[config.mk]
export PLATFORM = sky130hd
export DESIGN_NAME = charge_cycle_sequencer
export DESIGN_NICKNAME = d
export VERILOG_FILES = /design/src/shared/charge_seq_pkg.sv /design/src/core/charge_cycle_sequencer.sv
export SDC_FILE = /design/constraint.sdc
export NUM_CORES = 1
export LEC_CHECK = 0
export CORE_MARGIN = 2
export CORE_UTILIZATION = 30
export CTS_CLUSTER_SIZE = 30
export DETAILED_ROUTE_END_ITERATION = 7
export DONT_BUFFER_PORTS = 1
export PLACE_DENSITY_LB_ADDON = 0.15
export RECOVER_POWER = 25
export SETUP_SLACK_MARGIN = 0.15
export SLEW_MARGIN = 30
export SYNTH_ARGS = -nofsm -noshare
export SYNTH_HDL_FRONTEND = slang
export SYNTH_SLANG_ARGS = --single-unit
[constraint.sdc]
create_clock -name pclk -period 5.4 [get_ports pclk]
set_clock_uncertainty 0.2 [all_clocks]
set_input_delay 0.54 -clock pclk [delete_from_list [all_inputs] [get_ports pclk]]
set_output_delay 0.54 -clock pclk [all_outputs]
set_load 0.05 [all_outputs]
[src/shared/charge_seq_pkg.sv]
// Constants, types and the state record of the charge cycle sequencer.
// Assumes a 125 MHz pclk; every slow time is counted in 1 ms ticks.
package charge_seq_pkg;

  // ****************************************
  // Timing
  // ****************************************
  localparam int CLK_NS = 8;
  localparam int TICK_NS = 1_000_000;
  localparam int TICK_CYCLES = (TICK_NS + CLK_NS - 1) / CLK_NS;
  localparam int TICK_W = 17;
  localparam int MIN_MS = 60_000;
  localparam int HOUR_MS = 60 * MIN_MS;
  localparam int PREQUAL_MIN = 30;
  localparam int CHG_STD_H = 5;
  localparam int CHG_LONG_H = 10;
  localparam int TOP_STD_MIN = 30;
  localparam int TOP_LONG_MIN = 60;
  localparam int DGL_PIN_MS = 40;
  localparam int DGL_EOC_MS = 300;
  localparam int TIMER_W = 26;
  localparam int DGL_W = 9;

  // ****************************************
  // Register map
  // ****************************************
  localparam logic [7:0] ADDR_CONFIG = 8'h00;
  localparam logic [7:0] ADDR_STATUS = 8'h04;
  localparam logic [7:0] ADDR_TIMER = 8'h08;
  localparam int CFG_SEL_TIMER = 0;
  localparam int CFG_REGULATOR = 1;
  localparam logic [1:0] CFG_RESET = 2'h0;

  // ****************************************
  // Input bit positions
  // ****************************************
  localparam int IN_ADAPTER = 0;
  localparam int IN_BUS_PWR = 1;
  localparam int IN_ABOVE_FULL = 2;
  localparam int IN_AT_TERM = 3;
  localparam int IN_BELOW_RESTART = 4;
  localparam int IN_EOC = 5;
  localparam int IN_TOPOFF = 6;
  localparam int IN_TS_COLD = 7;
  localparam int IN_TS_HOT = 8;
  localparam int IN_TS_FLOAT = 9;
  localparam int IN_INHIBIT = 10;
  localparam int IN_BUS_SEL = 11;
  localparam int N_IN = 12;
  localparam int N_DGL = 4;
  localparam int DGL_INHIBIT = 0;
  localparam int DGL_BUS_SEL = 1;
  localparam int DGL_EOC = 2;
  localparam int DGL_TOPOFF = 3;
  localparam int DGL_SRC [N_DGL] = '{IN_INHIBIT, IN_BUS_SEL, IN_EOC, IN_TOPOFF};
  localparam int DGL_MS [N_DGL] = '{DGL_PIN_MS, DGL_PIN_MS, DGL_EOC_MS, DGL_EOC_MS};

  typedef enum logic [3:0] {
    PH_OFF, PH_PREQUAL, PH_FULL, PH_CV, PH_TOPOFF, PH_MAINT,
    PH_BAD, PH_SUSPEND, PH_INHIBIT, PH_REGULATOR
  } phase_t;

  typedef enum logic [2:0] {
    CUR_OFF, CUR_PREQUAL_50, CUR_PROGRAM, CUR_BUS_100, CUR_BUS_500
  } current_t;

  typedef struct packed {
    logic [N_IN-1:0] sync1;
    logic [N_IN-1:0] sync2;
    logic [N_IN-1:0] sync3;
    logic [N_IN-1:0] stable;
    logic [N_DGL-1:0] dgl_val;
    logic [N_DGL-1:0][DGL_W-1:0] dgl_cnt;
    logic [TICK_W-1:0] tick_cnt;
    logic tick;
    phase_t phase;
    phase_t held;
    logic [TIMER_W-1:0] timer;
    logic [1:0] config_bits;
    logic pready;
    logic pslverr;
    logic [31:0] prdata;
    logic stat_a_oe;
    logic stat_b_oe;
    logic stat_a;
    logic stat_b;
    current_t current;
    logic charge_on;
    logic cv_mode;
    logic regulator_on;
    logic source_adapter;
  } seq_state_t;

endpackage

[src/core/charge_cycle_sequencer.sv]
// Charge cycle sequencer: phases, safety timers, suspend and status pins.
// Assumes analog comparators deliver asynchronous levels; APB on pclk.
`timescale 1ns/100ps

module charge_cycle_sequencer
  import charge_seq_pkg::*;
#(
  parameter int TICK_LEN = TICK_CYCLES,
  parameter int MIN_TICKS = MIN_MS
) (
  input wire logic pclk,
  input wire logic presetn,
  input wire logic psel,
  input wire logic penable,
  input wire logic pwrite,
  input wire logic [7:0] paddr,
  input wire logic [31:0] pwdata,
  input wire logic [3:0] pstrb,
  output logic pready,
  output logic [31:0] prdata,
  output logic pslverr,
  input wire logic adapter_input,
  input wire logic bus_power_input,
  input wire logic batt_above_full_rate,
  input wire logic batt_at_term,
  input wire logic batt_below_restart,
  input wire logic current_at_eoc,
  input wire logic current_at_topoff,
  input wire logic ts_too_cold,
  input wire logic ts_too_hot,
  input wire logic ts_floating,
  input wire logic charge_inhibit,
  input wire logic bus_select,
  output logic status_out_a,
  output logic status_out_a_oe,
  output logic status_out_b,
  output logic status_out_b_oe,
  output current_t charge_current,
  output logic charge_on,
  output logic cv_mode,
  output logic regulator_on,
  output logic source_adapter
);

  // ****************************************
  // Elaboration checks
  // ****************************************
  if (TICK_LEN < 2 || TICK_LEN >= (1 << TICK_W)) begin : g_bad_tick
    $error("TICK_LEN must lie between 2 and 2**TICK_W - 1");
  end

  // Shorter minutes only speed up simulation; longer ones would overflow the timer.
  if (MIN_TICKS < 1 || MIN_TICKS > MIN_MS) begin : g_bad_minute
    $error("MIN_TICKS must lie between 1 and MIN_MS");
  end

  // Both filter windows must be countable in the filter counters.
  if (DGL_PIN_MS < 1 || DGL_EOC_MS > (1 << DGL_W)) begin : g_bad_filter
    $error("Deglitch windows must lie between 1 and 2**DGL_W ticks");
  end

  // A timer that cannot hold its limit would get a truncated limit and expire early.
  if (TIMER_W > 32 || CHG_LONG_H * HOUR_MS >= (1 << TIMER_W)) begin : g_bad_timer
    $error("TIMER_W must hold the longest timer and fit a 32-bit word");
  end

  // Limits are counted in ticks; a minute lasts MIN_TICKS of them.
  localparam int HOUR_TICKS = (HOUR_MS / MIN_MS) * MIN_TICKS;
  localparam logic [TICK_W-1:0] TICK_LAST = TICK_W'(TICK_LEN - 1);
  localparam logic [TIMER_W-1:0] LIM_PREQUAL = TIMER_W'(PREQUAL_MIN * MIN_TICKS);
  localparam logic [TIMER_W-1:0] LIM_CHG_STD = TIMER_W'(CHG_STD_H * HOUR_TICKS);
  localparam logic [TIMER_W-1:0] LIM_CHG_LONG = TIMER_W'(CHG_LONG_H * HOUR_TICKS);
  localparam logic [TIMER_W-1:0] LIM_TOP_STD = TIMER_W'(TOP_STD_MIN * MIN_TICKS);
  localparam logic [TIMER_W-1:0] LIM_TOP_LONG = TIMER_W'(TOP_LONG_MIN * MIN_TICKS);

  seq_state_t r;
  seq_state_t next_r;

  // Timer class: full rate and constant voltage share the charge timer.
  function automatic logic [1:0] timer_class(input phase_t ph);
    logic [1:0] c;
    c = 2'h0;
    case (ph)
      PH_PREQUAL: c = 2'h1;
      PH_FULL, PH_CV: c = 2'h2;
      PH_TOPOFF: c = 2'h3;
      default: c = 2'h0;
    endcase
    return c;
  endfunction

  // Bit order matches the input positions of the package.
  logic [N_IN-1:0] raw_in;
  assign raw_in = {bus_select, charge_inhibit, ts_floating, ts_too_hot, ts_too_cold,
                   current_at_topoff, current_at_eoc, batt_below_restart, batt_at_term,
                   batt_above_full_rate, bus_power_input, adapter_input};

  always_comb begin
    logic have_adapter;
    logic have_power;
    logic long_timers;
    logic ts_fault;
    logic to_regulator;
    logic clear_timer;
    logic expired;
    logic [TIMER_W-1:0] limit;
    logic [DGL_W-1:0] dgl_last;
    phase_t resume;
    next_r = r;
    have_adapter = 1'b0;
    have_power = 1'b0;
    long_timers = 1'b0;
    ts_fault = 1'b0;
    to_regulator = 1'b0;
    clear_timer = 1'b0;
    expired = 1'b0;
    limit = LIM_PREQUAL;
    dgl_last = '0;
    resume = r.held;

    // ****************************************
    // Input conditioning
    // ****************************************
    // Only the second stage reads the first; a level counts once stages two and three agree.
    next_r.sync1 = raw_in;
    next_r.sync2 = r.sync1;
    next_r.sync3 = r.sync2;
    for (int i = 0; i < N_IN; i++) begin
      if (r.sync2[i] == r.sync3[i]) begin
        next_r.stable[i] = r.sync3[i];
      end
    end

    // One divider makes the millisecond tick; every timer and filter steps on it.
    next_r.tick = 1'b0;
    if (r.tick_cnt == TICK_LAST) begin
      next_r.tick_cnt = '0;
      next_r.tick = 1'b1;
    end else begin
      next_r.tick_cnt = r.tick_cnt + 1'b1;
    end

    // A level must differ from the filtered value for the whole window to pass.
    for (int i = 0; i < N_DGL; i++) begin
      dgl_last = DGL_W'(DGL_MS[i] - 1);
      if (r.stable[DGL_SRC[i]] == r.dgl_val[i]) begin
        next_r.dgl_cnt[i] = '0;
      end else if (r.tick) begin
        if (r.dgl_cnt[i] == dgl_last) begin
          next_r.dgl_val[i] = r.stable[DGL_SRC[i]];
          next_r.dgl_cnt[i] = '0;
        end else begin
          next_r.dgl_cnt[i] = r.dgl_cnt[i] + 1'b1;
        end
      end
    end

    // ****************************************
    // Sequencer
    // ****************************************
    have_adapter = r.stable[IN_ADAPTER];
    have_power = have_adapter | r.stable[IN_BUS_PWR];
    long_timers = r.config_bits[CFG_SEL_TIMER] & ~r.dgl_val[DGL_BUS_SEL];
    // A floating thermistor reads as too hot unless it selects regulator mode.
    ts_fault = r.stable[IN_TS_COLD] | r.stable[IN_TS_HOT] | r.stable[IN_TS_FLOAT];
    to_regulator = r.config_bits[CFG_REGULATOR] & r.stable[IN_TS_FLOAT]
                   & have_adapter;

    case (timer_class(r.phase))
      2'h2: limit = long_timers ? LIM_CHG_LONG : LIM_CHG_STD;
      2'h3: limit = long_timers ? LIM_TOP_LONG : LIM_TOP_STD;
      default: limit = LIM_PREQUAL;
    endcase
    expired = r.timer >= limit;

    // Priority runs: power loss, latched bad battery, regulator, power-up, pause, phase.
    if (!have_power) begin
      next_r.phase = PH_OFF;
      clear_timer = 1'b1;
    end else if (r.phase == PH_BAD) begin
      next_r.phase = PH_BAD;
    end else if (to_regulator) begin
      next_r.phase = PH_REGULATOR;
      clear_timer = 1'b1;
    end else if (r.phase == PH_REGULATOR || r.phase == PH_OFF) begin
      // A pause at power-up waits before prequalification, so status A never flashes.
      next_r.held = PH_PREQUAL;
      clear_timer = 1'b1;
      if (ts_fault || r.dgl_val[DGL_INHIBIT]) begin
        next_r.phase = ts_fault ? PH_SUSPEND : PH_INHIBIT;
      end else begin
        next_r.phase = PH_PREQUAL;
      end
    end else if (ts_fault || r.dgl_val[DGL_INHIBIT]) begin
      // The timer is left alone, so it holds its count while charging pauses.
      next_r.phase = ts_fault ? PH_SUSPEND : PH_INHIBIT;
      if (r.phase != PH_SUSPEND && r.phase != PH_INHIBIT) begin
        next_r.held = r.phase;
      end
    end else begin
      case (r.phase)
        PH_SUSPEND, PH_INHIBIT: begin
          if (r.held == PH_PREQUAL && r.stable[IN_ABOVE_FULL]) begin
            resume = PH_FULL;
          end else if (r.held == PH_FULL && r.stable[IN_AT_TERM]) begin
            resume = PH_CV;
          end
          next_r.phase = resume;
          clear_timer = timer_class(resume) != timer_class(r.held);
        end
        PH_PREQUAL: begin
          if (r.stable[IN_ABOVE_FULL]) begin
            next_r.phase = PH_FULL;
            clear_timer = 1'b1;
          end else if (expired) begin
            next_r.phase = PH_BAD;
          end
        end
        PH_FULL, PH_CV: begin
          if (expired) begin
            next_r.phase = PH_BAD;
          end else if (r.phase == PH_CV && r.dgl_val[DGL_EOC]) begin
            next_r.phase = PH_TOPOFF;
            clear_timer = 1'b1;
          end else if (r.stable[IN_AT_TERM]) begin
            next_r.phase = PH_CV;
          end
        end
        PH_TOPOFF: begin
          if (expired || r.dgl_val[DGL_TOPOFF]) begin
            next_r.phase = PH_MAINT;
          end
        end
        PH_MAINT: begin
          if (r.stable[IN_BELOW_RESTART]) begin
            next_r.phase = PH_FULL;
            clear_timer = 1'b1;
          end
        end
        default: next_r.phase = PH_OFF;
      endcase
    end

    // An expired timer stops at its limit, so the count stays readable afterwards.
    if (clear_timer) begin
      next_r.timer = '0;
    end else if (r.tick && timer_class(r.phase) != 2'h0 && !expired) begin
      next_r.timer = r.timer + 1'b1;
    end

    // ****************************************
    // Outputs
    // ****************************************
    // Pins follow the next phase, so they change on the same edge as the phase.
    case (next_r.phase)
      PH_PREQUAL, PH_FULL, PH_CV, PH_TOPOFF: begin
        next_r.stat_a_oe = 1'b1;
        next_r.stat_b_oe = 1'b0;
      end
      PH_MAINT: begin
        next_r.stat_a_oe = 1'b0;
        next_r.stat_b_oe = 1'b1;
      end
      PH_BAD, PH_REGULATOR: begin
        next_r.stat_a_oe = 1'b1;
        next_r.stat_b_oe = 1'b1;
      end
      default: begin
        next_r.stat_a_oe = 1'b0;
        next_r.stat_b_oe = 1'b0;
      end
    endcase
    next_r.stat_a = 1'b0;
    next_r.stat_b = 1'b0;

    next_r.source_adapter = have_adapter;
    next_r.charge_on = 1'b0;
    next_r.current = CUR_OFF;
    case (next_r.phase)
      PH_PREQUAL: begin
        next_r.charge_on = 1'b1;
        next_r.current = CUR_PREQUAL_50;
      end
      PH_FULL, PH_CV, PH_TOPOFF: begin
        next_r.charge_on = 1'b1;
        // On the adapter the program resistor sets the rate; select only picks timers.
        if (have_adapter) begin
          next_r.current = CUR_PROGRAM;
        end else begin
          next_r.current = r.dgl_val[DGL_BUS_SEL] ? CUR_BUS_500 : CUR_BUS_100;
        end
      end
      default: next_r.current = CUR_OFF;
    endcase
    // Top-off is flagged apart from constant voltage, so the move into it shows at cv_mode; the status pins stay the same.
    next_r.cv_mode = next_r.phase == PH_CV;
    next_r.regulator_on = next_r.phase == PH_REGULATOR;

    // ****************************************
    // APB slave
    // ****************************************
    // One wait state: data is prepared in the first access cycle, the write lands
    // on the completing edge.
    next_r.pready = 1'b0;
    next_r.pslverr = 1'b0;
    if (psel && penable && !r.pready) begin
      next_r.pready = 1'b1;
      next_r.prdata = '0;
      case (paddr)
        ADDR_CONFIG: next_r.prdata = {30'h0, r.config_bits};
        ADDR_STATUS: next_r.prdata = {22'h0, r.stat_b_oe, r.stat_a_oe, r.source_adapter,
                                      r.dgl_val[DGL_INHIBIT], r.dgl_val[DGL_BUS_SEL],
                                      r.phase == PH_BAD, r.phase};
        ADDR_TIMER: next_r.prdata = {6'h0, r.timer};
        default: next_r.pslverr = 1'b1;
      endcase
    end
    // Writes to the read-only registers land nowhere and raise no error.
    if (psel && penable && r.pready && pwrite && pstrb[0] && paddr == ADDR_CONFIG) begin
      next_r.config_bits = pwdata[1:0];
    end
  end

  always_ff @(posedge pclk or negedge presetn) begin
    if (!presetn) begin
      r <= '0;
      r.phase <= PH_OFF;
      r.held <= PH_OFF;
      r.current <= CUR_OFF;
      r.config_bits <= CFG_RESET;
    end else begin
      r <= next_r;
    end
  end

  assign pready = r.pready;
  assign prdata = r.prdata;
  assign pslverr = r.pslverr;
  assign status_out_a = r.stat_a;
  assign status_out_a_oe = r.stat_a_oe;
  assign status_out_b = r.stat_b;
  assign status_out_b_oe = r.stat_b_oe;
  assign charge_current = r.current;
  assign charge_on = r.charge_on;
  assign cv_mode = r.cv_mode;
  assign regulator_on = r.regulator_on;
  assign source_adapter = r.source_adapter;

endmodule

# Word level (Yosys, flattened, before mapping)
# Index checks and enable logic that the tools add are counted.
# totals
reg_bits	185
in_bits	61
out_inout_bits	45
elab_cells	229
# classes
n_addsub	6
magnitude_cmp	1
n_eq_ne	52
n_mux	78
bitwise_logic	13
reduce_logical	40
# ops
op	n
9-bit 2-to-1 mux	12
4-bit 2-to-1 mux	23
26-bit 2-to-1 mux	3
26-bit one-hot mux with 3 select lines	1
26-bit one-hot mux with 2 select lines	1
9-bit by 1-bit adder with 9-bit output, second input constant	4
4-bit by 3-bit equality test with 1-bit output, second input constant	9
34-bit 2-to-1 mux	1
4-bit by 2-bit equality test with 1-bit output, second input constant	8
26-bit by 1-bit adder with 26-bit output, second input constant	1
26-bit >= comparator	1
2-bit 2-to-1 mux	13
2-bit one-hot mux with 3 select lines	4
22-bit 2-to-1 mux	1
4-bit one-hot mux with 5 select lines	1
9-bit by 6-bit equality test with 1-bit output, second input constant	2
9-bit equality test, second input constant	2
17-bit by 1-bit adder with 17-bit output, second input constant	1
17-bit equality test, second input constant	1
17-bit 2-to-1 mux	1
1-bit equality test	16
4-bit by 1-bit equality test with 1-bit output, second input constant	4
2-bit nonzero test	8
4-bit equality test, second input constant	3
other kinds (24)	69

# Longest topological paths before layout
# Gate-level depths: netlist (run 1).
# logic_depth
word_depth	32
ltp_mapped	17
ltp_nobuf	15

# Least setup slack after synthesis (run 1)
# Ideal clock, no wire load.
# synth_timing
kind	flip-flop to flip-flop
start	register r[78] (netlist bit)
end	register r, in the netlist charge_current[2]
setup_time_ns	0.107
t_arrival_ns	3.833
t_required_ns	5.093
setup_slack_ns	1.260
stages_incl_launch_ff	15
path_buffers	1
period_less_slack_ns	4.140
cell_sequence	dfrtp_1 -> clkbuf_1 -> nor2_1 -> nand2_1 -> a211o_1 -> ha_1 -> nand4_1 -> or4_1 -> nor4b_1 -> o21a_1 -> a21oi_1 -> a31oi_1 -> a221oi_4 -> or3_4 -> a2111oi_4
# synth_lines
item	line_no	rtl
from (decl)	charge_cycle_sequencer.sv:76	seq_state_t r;
from (signal assigned)	charge_cycle_sequencer.sv:332	r <= next_r;

==> results of run 1 <==
## stage by stage
| stage | worst slack [ns] | hold WS (ns) | instance area [sq um] | std cells | total power, uW |
|---|---|---|---|---|---|
| 2_1_floorplan | 1.26 | 0.0444 | 8560 | 818 | 1720 |
| 3_3_place_gp | 0.859 | 0.0523 | 8730 | 1143 | 1800 |
| 3_5_place_dp | 0.819 | 0.0531 | 8740 | 1143 | 1800 |
| 4_1_cts | 0.796 | 0.00968 | 9470 | 1188 | 3080 |
| 5_1_grt | 0.373 | 0.0362 | 9490 | 1190 | 3190 |
| 6_report | 0.823 | 0.0610 | 9490 | 1190 | 3020 |
## cells by family after synthesis
| logic type | Yosys count | share of synthesized area [%] |
|---|---|---|
| AOI/OAI and AO/OA | 120 | 10.8 |
| xor gates and xnor gates | 73 | 7.49 |
| adders and majority gates | 36 | 4.87 |
| buffers and inverters | 89 | 5.66 |
| DFF | 179 | 52.5 |
| muxes | 17 | 2.11 |
| other | 1 | 0.0439 |
| and+or+nand+nor | 296 | 16.5 |
## registers in the layout (all words and copies together) (netlist names)
signal           flops
charge_current       3
charge_on            1
cv_mode              1
next_r              25
prdata              26
pready               1
pslverr              1
r                  117
regulator_on         1
source_adapter       1
status_out_a_oe      1
status_out_b_oe      1
## synth_stat cells, types with 12 or more instances
| library cell | n | share of area (%) |
|---|---|---|
| nand3_1 | 30 | 1.8 |
| inv_1 | 25 | 1.1 |
| nor3_1 | 13 | 0.76 |
| nor2_1 | 98 | 4.3 |
| buf_4 | 38 | 3.3 |
| xnor2_1 | 26 | 2.7 |
| a22o_1 | 16 | 1.6 |
| o21ai_0 | 16 | 0.94 |
| clkbuf_1 | 16 | 0.70 |
| and3_1 | 12 | 0.88 |
| nand2_1 | 75 | 3.3 |
| maj3_1 | 14 | 1.6 |
| nand4_1 | 15 | 1.1 |
| xor2_1 | 47 | 4.8 |
| dfrtp_1 | 179 | 52 |
| a21oi_1 | 22 | 1.3 |
| ha_1 | 22 | 3.2 |
## where the power goes
group          total (uW)  switching (uW)  internal, uW
sequential           1470            82.6          1390
combinational         341             228           113
clock                1210             563           651
## worst reg2reg max path, cell delays in order, from the launching register on
cell and delay (ns):
dfrtp_1 0.58, nor2_1 0.45, nand2_1 0.10, a211o_1 0.36, ha_1 0.31, nand4_1 0.10
or4_1 0.57, nor4b_1 0.31, o21a_1 0.21, a21oi_1 0.11, a31oi_1 0.28, a221oi_4 0.16
or3_4 0.46, a2111oi_4 0.29
## worst paths after layout
kind / cells after the start / from / to
worst max-delay path: 13 / r[78]$_DFF_PN0_ / charge_current[2]$_DFF_PN0_
worst min-delay path: 1 / pwdata[0] / r[45]$_DFFE_PN0P_
worst max register to register: 13 / r[78]$_DFF_PN0_ / charge_current[2]$_DFF_PN0_
worst min register to register: 0 / next_r[165]$_DFF_PN0_ / next_r[153]$_DFF_PN0_
max in group asynchronous: 2 / presetn / r[74]$_DFFE_PN0P_
min in group asynchronous: 2 / presetn / r[56]$_DFFE_PN0P_
## final cells by class
cell class | instances | area (sq um) | area share [%]
tap | 378 | 473 | 4.99
clock buffer | 18 | 429 | 4.52
inverter | 28 | 105 | 1.11
clock inverter | 14 | 148 | 1.56
multi-input combinational | 550 | 3620 | 38.2
timing repair buffer | 23 | 228 | 2.40
sequential | 179 | 4480 | 47.2
## layer usage
layer  global-route usage (%)  vias up
met5                        0        -
met4                     3.25        0
met3                     3.10        6
met2                     20.3       82
met1                     16.4     2694
li1                         -     2769
==> impl_metrics.yaml, run 1 <==
cts:
  numCtsBuffers: 17
  cts_root_buffer: "clkbuf_16"
  htree_levels: 4
  clock_latency_ns: 0.43
  cts_tree: "yes"
  cts_resized: 0
  cts_num_sinks: 179
  cts.clk_slew.worst_paths_ns: 0.07
  post_cts_buffers: 0
  clockBufferDepth: 2
  postCtsHoldBufs: 13
synthesis:
  yosysWarnings: 0
  synth_edf_count: 0
  synth_flop_cell: "dfrtp_1"
  synthDistinctLibCells: 65
  ys_seq_area_share_pct: 52.5
  synth_area_per_cell_sq_um: 10.5
  ys_seq_elements: 179
  netlist_instances: 811
  ys_async_sr_fraction_pct: 100
  synth_area_sq_um: 8540
routing:
  met1_length_microns: 8570
  route.met3.wl_microns: 559
  vias: 5551
  detail-route-antenna-nets: 0
  highest_layer: "met4"
  drtIter0Drc: 259
  drt-pass1-iter-count: 4
  drc: 0
  vias_per_cell: 4.66
  met2_wirelength_microns: 8390
  wl_per_cell_microns: 14.8
  drt-total-wl_microns: 17600
global_route:
  track_usage_pct: 12.4
  grt_pass1_vias: 5726
  grt_antenna_before_repair: 0
  grt_overflow: 0
  grt_max_degree: 180
  grt_pass1_wl_microns: 30100
critical_path:
  required_ns: 5.52
  critPathBufInv: 0
  crit_chain: "nor2_1 > nand2_1 > a211o_1 > ha_1 > nand4_1 > or4_1 > nor4b_1 > o21a_1 > a21oi_1 > a31oi_1 > a221oi_4 > or3_4 > a2111oi_4"
  crit_path_start_kind: "flop"
  rrSetupSlack_ns: 0.82
  worstPathArrival_ns: 4.70
  path_class: "reg -> reg"
  cpPeakStageDelay_ns: 0.58
  cp_top_family: "simple AND/OR/NAND/NOR gates"
  slowest_stage: "dfrtp_1"
  cp_max_fo: 15
  critPathCaptureType: "flop"
sta:
  setup-violations-final: 0
  slew_headroom_pct: -134
  finalMaxSlewViolations: 72
  fmaxAchievable_ghz: 0.218
  final_hold_viol_count: 0
  rsz0062_at_grt: "false"
  worst_pin_slew_ns: 3.51
  period_share_pct: 84.8
  fin_crit_ns: 4.58
  finalSetupTns_ns: 0
cells_and_area:
  final_core_util_pct: 34.0
  fill_cells: 2865
  fin_nets: 882
  n_antenna_cell: 0
  area_delta_synth_final_pct: 11.1
  drive_above_1_share_pct: 7.88
  final_common_cell: "dfrtp_1"
  final_cell_mix: "dfrtp_1, nor2_1, nand2_1"
floorplan:
  dieArea_sq_um: 29800
  core-area_sq_um: 27900
  die_h_microns: 173
  die_x_microns: 173
  rows: 61
  initial_core_util_pct: 30.6
  pin_count: 106
status:
  status: "complete, but fails checks"
  violations: "capacitance limit, slew limit"
worst_hold_path:
  hp-class: "in -> reg"
power_and_ir_drop:
  leakage_uw: 0.00420
  p_per_area_nw_per_um2: 319
  peakVddDrop_v: 0.000205
job:
  maxCapViolations: 1
placed_design:
  placement.io_buffers: 0
  gp_congestion: 0.783
  dp_hpwl_microns: 12200
Note: power is estimated with default switching activity, not from simulation.
==> run 2: changes to the inputs <==
clock period = 4.12 ns   (was 5.4 ns; I/O delays follow)
==> impl_metrics.yaml, run 2 (synthesized netlist as in run 1, its figures left out) <==
critical_path:
  rrSetupSlack_ns: 0.24
  critPathBufInv: 2
  reg2reg_to: "status_out_b_oe$_DFF_PN0_"
  ff2ff_path_depth: 14
  cpPeakStageDelay_ns: 0.48
  critPathLaunch: "r[79]$_DFF_PN0_"
  cp_top_family: "simple AND/OR/NAND/NOR gates"
  slowest_stage: "or4_4"
  r2r-start: "r[79]$_DFF_PN0_"
  crit_chain: "or3_4 > inv_2 > nand2_1 > ha_1 > nand4_1 > or4_4 > nor4b_4 > o21a_1 > a21o_1 > o311ai_4 > a221oi_4 > buf_6 > mux2i_1 > o21ai_1"
  worstSetupEndpoint: "status_out_b_oe$_DFF_PN0_"
  critPathCaptureType: "flop"
  path_class: "reg -> reg"
  cp_max_fo: 6
  crit_path_start_kind: "flop"
  cp.depth: 14
  required_ns: 4.20
  worstPathArrival_ns: 3.97
global_route:
  grt_antenna_before_repair: 0
  grt_pass1_vias: 5650
  track_usage_pct: 12.7
  grt_pass1_wl_microns: 30600
  grt_overflow: 0
  grt_max_degree: 180
cts:
  numCtsBuffers: 17
  htree_levels: 4
  cts.clk_slew.worst_paths_ns: 0.07
  clock_latency_ns: 0.43
  cts_tree: "yes"
  cts_num_sinks: 179
  postCtsHoldBufs: 16
  clockBufferDepth: 2
  cts_root_buffer: "clkbuf_16"
routing:
  drc: 0
  drt-pass1-iter-count: 5
  vias: 5704
  drt-total-wl_microns: 18600
  drtIter0Drc: 317
  vias_per_cell: 4.68
  detail-route-antenna-nets: 0
  wl_per_cell_microns: 15.3
floorplan:
  dieArea_sq_um: 29800
  die_h_microns: 173
  pin_count: 106
  core-area_sq_um: 27900
  die_x_microns: 173
  initial_core_util_pct: 30.6
  rows: 61
sta:
  finalMaxSlewViolations: 0
  finalSetupTns_ns: 0
  worst_pin_slew_ns: 0.727
  setup-violations-final: 0
  slew_headroom_pct: 51.4
  fin_crit_ns: 3.88
  final_hold_viol_count: 179
  period_share_pct: 94.2
  hold_ws_ns: -0.523
  fin_ws_ns: 0.238
  fmaxAchievable_ghz: 0.258
  rsz0062_at_grt: "true"
cells_and_area:
  final_common_cell: "dfrtp_1"
  final_cell_mix: "dfrtp_1, nor2_1, nand2_1"
  n_antenna_cell: 0
  area_delta_synth_final_pct: 15.8
  largest_reg_flops: 117
  fin_area_sq_um: 9890
  final_core_util_pct: 35.4
  fin_nets: 911
  drive_above_1_share_pct: 13.4
  largest_register: "r"
placed_design:
  gp_congestion: 0.849
  placement.io_buffers: 0
  dp_hpwl_microns: 12500
  place_ws_ns: 0.0591
  place_area_sq_um: 8880
status:
  violations: "hold timing"
  status: "complete, but fails checks"
power_and_ir_drop:
  p_per_area_nw_per_um2: 414
  peakVddDrop_v: 0.000285
  p_comb_share_pct: 12.2
  leakage_uw: 0.00438
  p_sw_uw: 1120
  intPower_uw: 2970
  switching_share_pct: 27.5
  sequentialPowerShare_pct: 46.7
  clock_power_share_pct: 41.0
job:
  maxCapViolations: 0
worst_hold_path:
  hp-class: "in -> async"
==> run 2: cell count changes in the layout (fill, tap and decap cells not counted), moves of 3 or more <==
cell / change
buf_6: +4
clkbuf_8: +3
a21oi_2: +3
dlygate4sd3_1: +3
a21oi_1: -3
buf_4: +22
==> run 2: area by class of cell <==
type                            count  area [sq um]
Clock buffer                       20           467
Clock inverter                     12           143
Fill cell                        2814         18000
Inverter                           28           108
Multi-Input combinational cell    550          3760
Sequential cell                   179          4480
Tap cell                          378           473
Timing Repair Buffer               52           455
==> run 2: worst min path at each step <==
stage                                  end  slack [ns]  cells after the start
2_1_floorplan  charge_current[0]$_DFF_PN0_       -0.08                      0
3_3_place_gp        prdata[10]$_DFFE_PN0P_       -0.08                      0
3_5_place_dp        prdata[10]$_DFFE_PN0P_       -0.08                      0
4_1_cts             prdata[10]$_DFFE_PN0P_       -0.54                      0
5_1_grt                  r[56]$_DFFE_PN0P_       -0.55                      0
6_report                 r[56]$_DFFE_PN0P_       -0.52                      0
==> run 2: power by group through the flow <==
stage,combinational [uW],clock [uW],sequential (uW)
after floorplan,337,0,1920
after global placement,453,0,1950
after detailed placement,453,0,1950
after CTS,469,1750,1910
after global routing,556,1820,1920
final,500,1680,1910
==> run 2: per-stage QoR <==
step	total power [uW]	instances	hold slack (ns)
2_1_floorplan	2260	818	-0.0836
3_3_place_gp	2400	1161	-0.0767
3_5_place_dp	2400	1161	-0.0767
4_1_cts	4130	1210	-0.541
5_1_grt	4300	1219	-0.546
6_report	4090	1219	-0.523
==> run 2: routing by layer <==
layer	up-vias	routed length, microns	global-route usage [%]
met5	-	0	0
met4	0	165	3.18
met3	8	570	3.21
met2	76	8960	20.4
met1	2803	8920	17.1
li1	2817	-	-
==> run 2: worst register-to-register path, cell delays in order (launching register included) <==
cell      delay (ns)
dfrtp_1         0.39
or3_4           0.44
inv_2           0.10
nand2_1         0.07
ha_1            0.30
nand4_1         0.11
or4_4           0.48
nor4b_4         0.29
o21a_1          0.19
a21o_1          0.22
o311ai_4        0.11
a221oi_4        0.39
buf_6           0.17
mux2i_1         0.17
o21ai_1         0.12
==> run 2: timing repair <==
action,4_1_cts,5_1_grt
hold endpoints to repair,194,179
gates resized for setup,4,31
pin swaps,1,13
buffers inserted,1,8
gates cloned,0,1
setup endpoints to repair,11,33
==> run 3: changes to the inputs <==
HOLD_SLACK_MARGIN = 0.03   (was not set)
==> impl_metrics.yaml, run 3 (synthesized netlist as in run 1, its figures left out) <==
cts:
  htree_levels: 4
  cts_num_sinks: 179
  clockBufferDepth: 2
  cts_root_buffer: "clkbuf_16"
  cts_tree: "yes"
  numCtsBuffers: 17
  postCtsHoldBufs: 16
  clock_latency_ns: 0.42
  cts.clk_slew.worst_paths_ns: 0.07
critical_path:
  slowest_stage: "or4_4"
  ff2ff_path_depth: 14
  reg2reg_to: "status_out_b_oe$_DFF_PN0_"
  path_class: "reg -> reg"
  cpPeakStageDelay_ns: 0.48
  rrSetupSlack_ns: 0.24
  crit_path_start_kind: "flop"
  critPathCaptureType: "flop"
  required_ns: 4.20
  r2r-start: "r[79]$_DFF_PN0_"
  worstPathArrival_ns: 3.96
  crit_chain: "or3_4 > inv_2 > nand2_1 > ha_1 > nand4_1 > or4_4 > nor4b_4 > o21a_1 > a21o_1 > o311ai_4 > a221oi_4 > buf_6 > mux2i_1 > o21ai_1"
  cp_max_fo: 6
placed_design:
  place_ws_ns: 0.0591
  dp_hpwl_microns: 12500
  gp_congestion: 0.849
  placement.io_buffers: 0
power_and_ir_drop:
  p_per_area_nw_per_um2: 414
  peakVddDrop_v: 0.000281
  leakage_uw: 0.00438
routing:
  drt-pass1-iter-count: 5
  wl_per_cell_microns: 15.3
  vias: 5713
  drc: 0
  detail-route-antenna-nets: 0
  drt-total-wl_microns: 18600
  drtIter0Drc: 310
  vias_per_cell: 4.69
floorplan:
  dieArea_sq_um: 29800
  pin_count: 106
  core-area_sq_um: 27900
  die_h_microns: 173
  die_x_microns: 173
  rows: 61
  initial_core_util_pct: 30.6
sta:
  period_share_pct: 94.2
  worst_pin_slew_ns: 0.716
  fin_ws_ns: 0.237
  finalMaxSlewViolations: 0
  hold_ws_ns: -0.520
  finalSetupTns_ns: 0
  fmaxAchievable_ghz: 0.258
  final_hold_viol_count: 179
  setup-violations-final: 0
  fin_crit_ns: 3.88
  rsz0062_at_grt: "true"
  slew_headroom_pct: 52.2
cells_and_area:
  final_common_cell: "dfrtp_1"
  n_antenna_cell: 0
  largest_reg_flops: 117
  largest_register: "r"
  fin_nets: 911
  final_cell_mix: "dfrtp_1, nor2_1, nand2_1"
  fill_cells: 2814
  area_delta_synth_final_pct: 15.8
  drive_above_1_share_pct: 13.4
global_route:
  grt_max_degree: 180
  grt_pass1_wl_microns: 30600
  grt_overflow: 0
  track_usage_pct: 12.7
  grt_antenna_before_repair: 0
  grt_pass1_vias: 5654
job:
  maxCapViolations: 0
worst_hold_path:
  hp-class: "in -> async"
status:
  violations: "hold timing"
  status: "complete, but fails checks"
-- run 3: cell counts in the layout (fill, tap and decap cells not counted) --
Identical to the previous run, type by type.
-- run 3: layout make-up --
cell class	instances	area [sq um]	area share (%)
Sequential cell	179	4480	45.3
Multi-Input combinational cell	550	3760	38.0
Tap cell	378	473	4.78
Clock buffer	20	467	4.72
Timing Repair Buffer	52	455	4.61
Clock inverter	12	143	1.44
Inverter	28	108	1.09
-- run 3: worst max path at each step --
stage	start	endpoint	slack, ns
5_1_grt	r[79]$_DFF_PN0_	status_out_b_oe$_DFF_PN0_	0.04
6_report	r[79]$_DFF_PN0_	status_out_b_oe$_DFF_PN0_	0.24
3_3_place_gp	r[78]$_DFF_PN0_	charge_current[2]$_DFF_PN0_	0.08
4_1_cts	r[78]$_DFF_PN0_	status_out_b_oe$_DFF_PN0_	0.17
3_5_place_dp	r[78]$_DFF_PN0_	charge_current[2]$_DFF_PN0_	0.06
2_1_floorplan	r[78]$_DFF_PN0_	charge_current[2]$_DFF_PN0_	0.16
-- run 3: repair_timing --
action,CTS,global route
gates resized for setup,4,31
setup buffers,1,8
gates cloned,0,1
setup endpoints to repair,11,33
pin swaps,1,13
endpoints found under the hold margin,195,179
-- run 3: per-stage QoR --
step	utilization [%]	total power [uW]	instance area, sq um	instances	hold slack [ns]
floorplan	-	2260	8580	818	-0.0836
global placement	31.8	2400	8880	1161	-0.0767
detailed placement	31.8	2400	8880	1161	-0.0767
CTS	34.7	4130	9680	1210	-0.541
global route	35.4	4300	9890	1219	-0.546
finish	35.4	4090	9890	1219	-0.520
-- run 3: worst max-delay path: cells and delay by family (launching register included) --
kind / cells / cell delay [ns]
buf+inv: 2 / 0.26
compound gates: 5 / 1.03
simple gates: 5 / 1.39
flops: 1 / 0.39
mux: 1 / 0.17
fa+ha+maj: 1 / 0.30
-- run 3: power breakdown --
part / internal [uW] / total, uW / switching (uW)
logic: 198 / 500 / 302
clock network: 955 / 1680 / 723
registers: 1820 / 1910 / 96.4
total: 2970 / 4090 / 1120
-- run 3: layer usage --
| layer | share of wire (%) | global-route usage (%) | vias to the layer above | routed length (microns) |
|---|---|---|---|---|
| met3 | 3.4 | 3.21 | 8 | 636 |
| met4 | 0.76 | 3.18 | 0 | 142 |
| met2 | 48 | 20.4 | 84 | 8980 |
| met1 | 48 | 17.1 | 2806 | 8850 |
| met5 | 0 | 0 | - | 0 |
| li1 | - | - | 2815 | - |
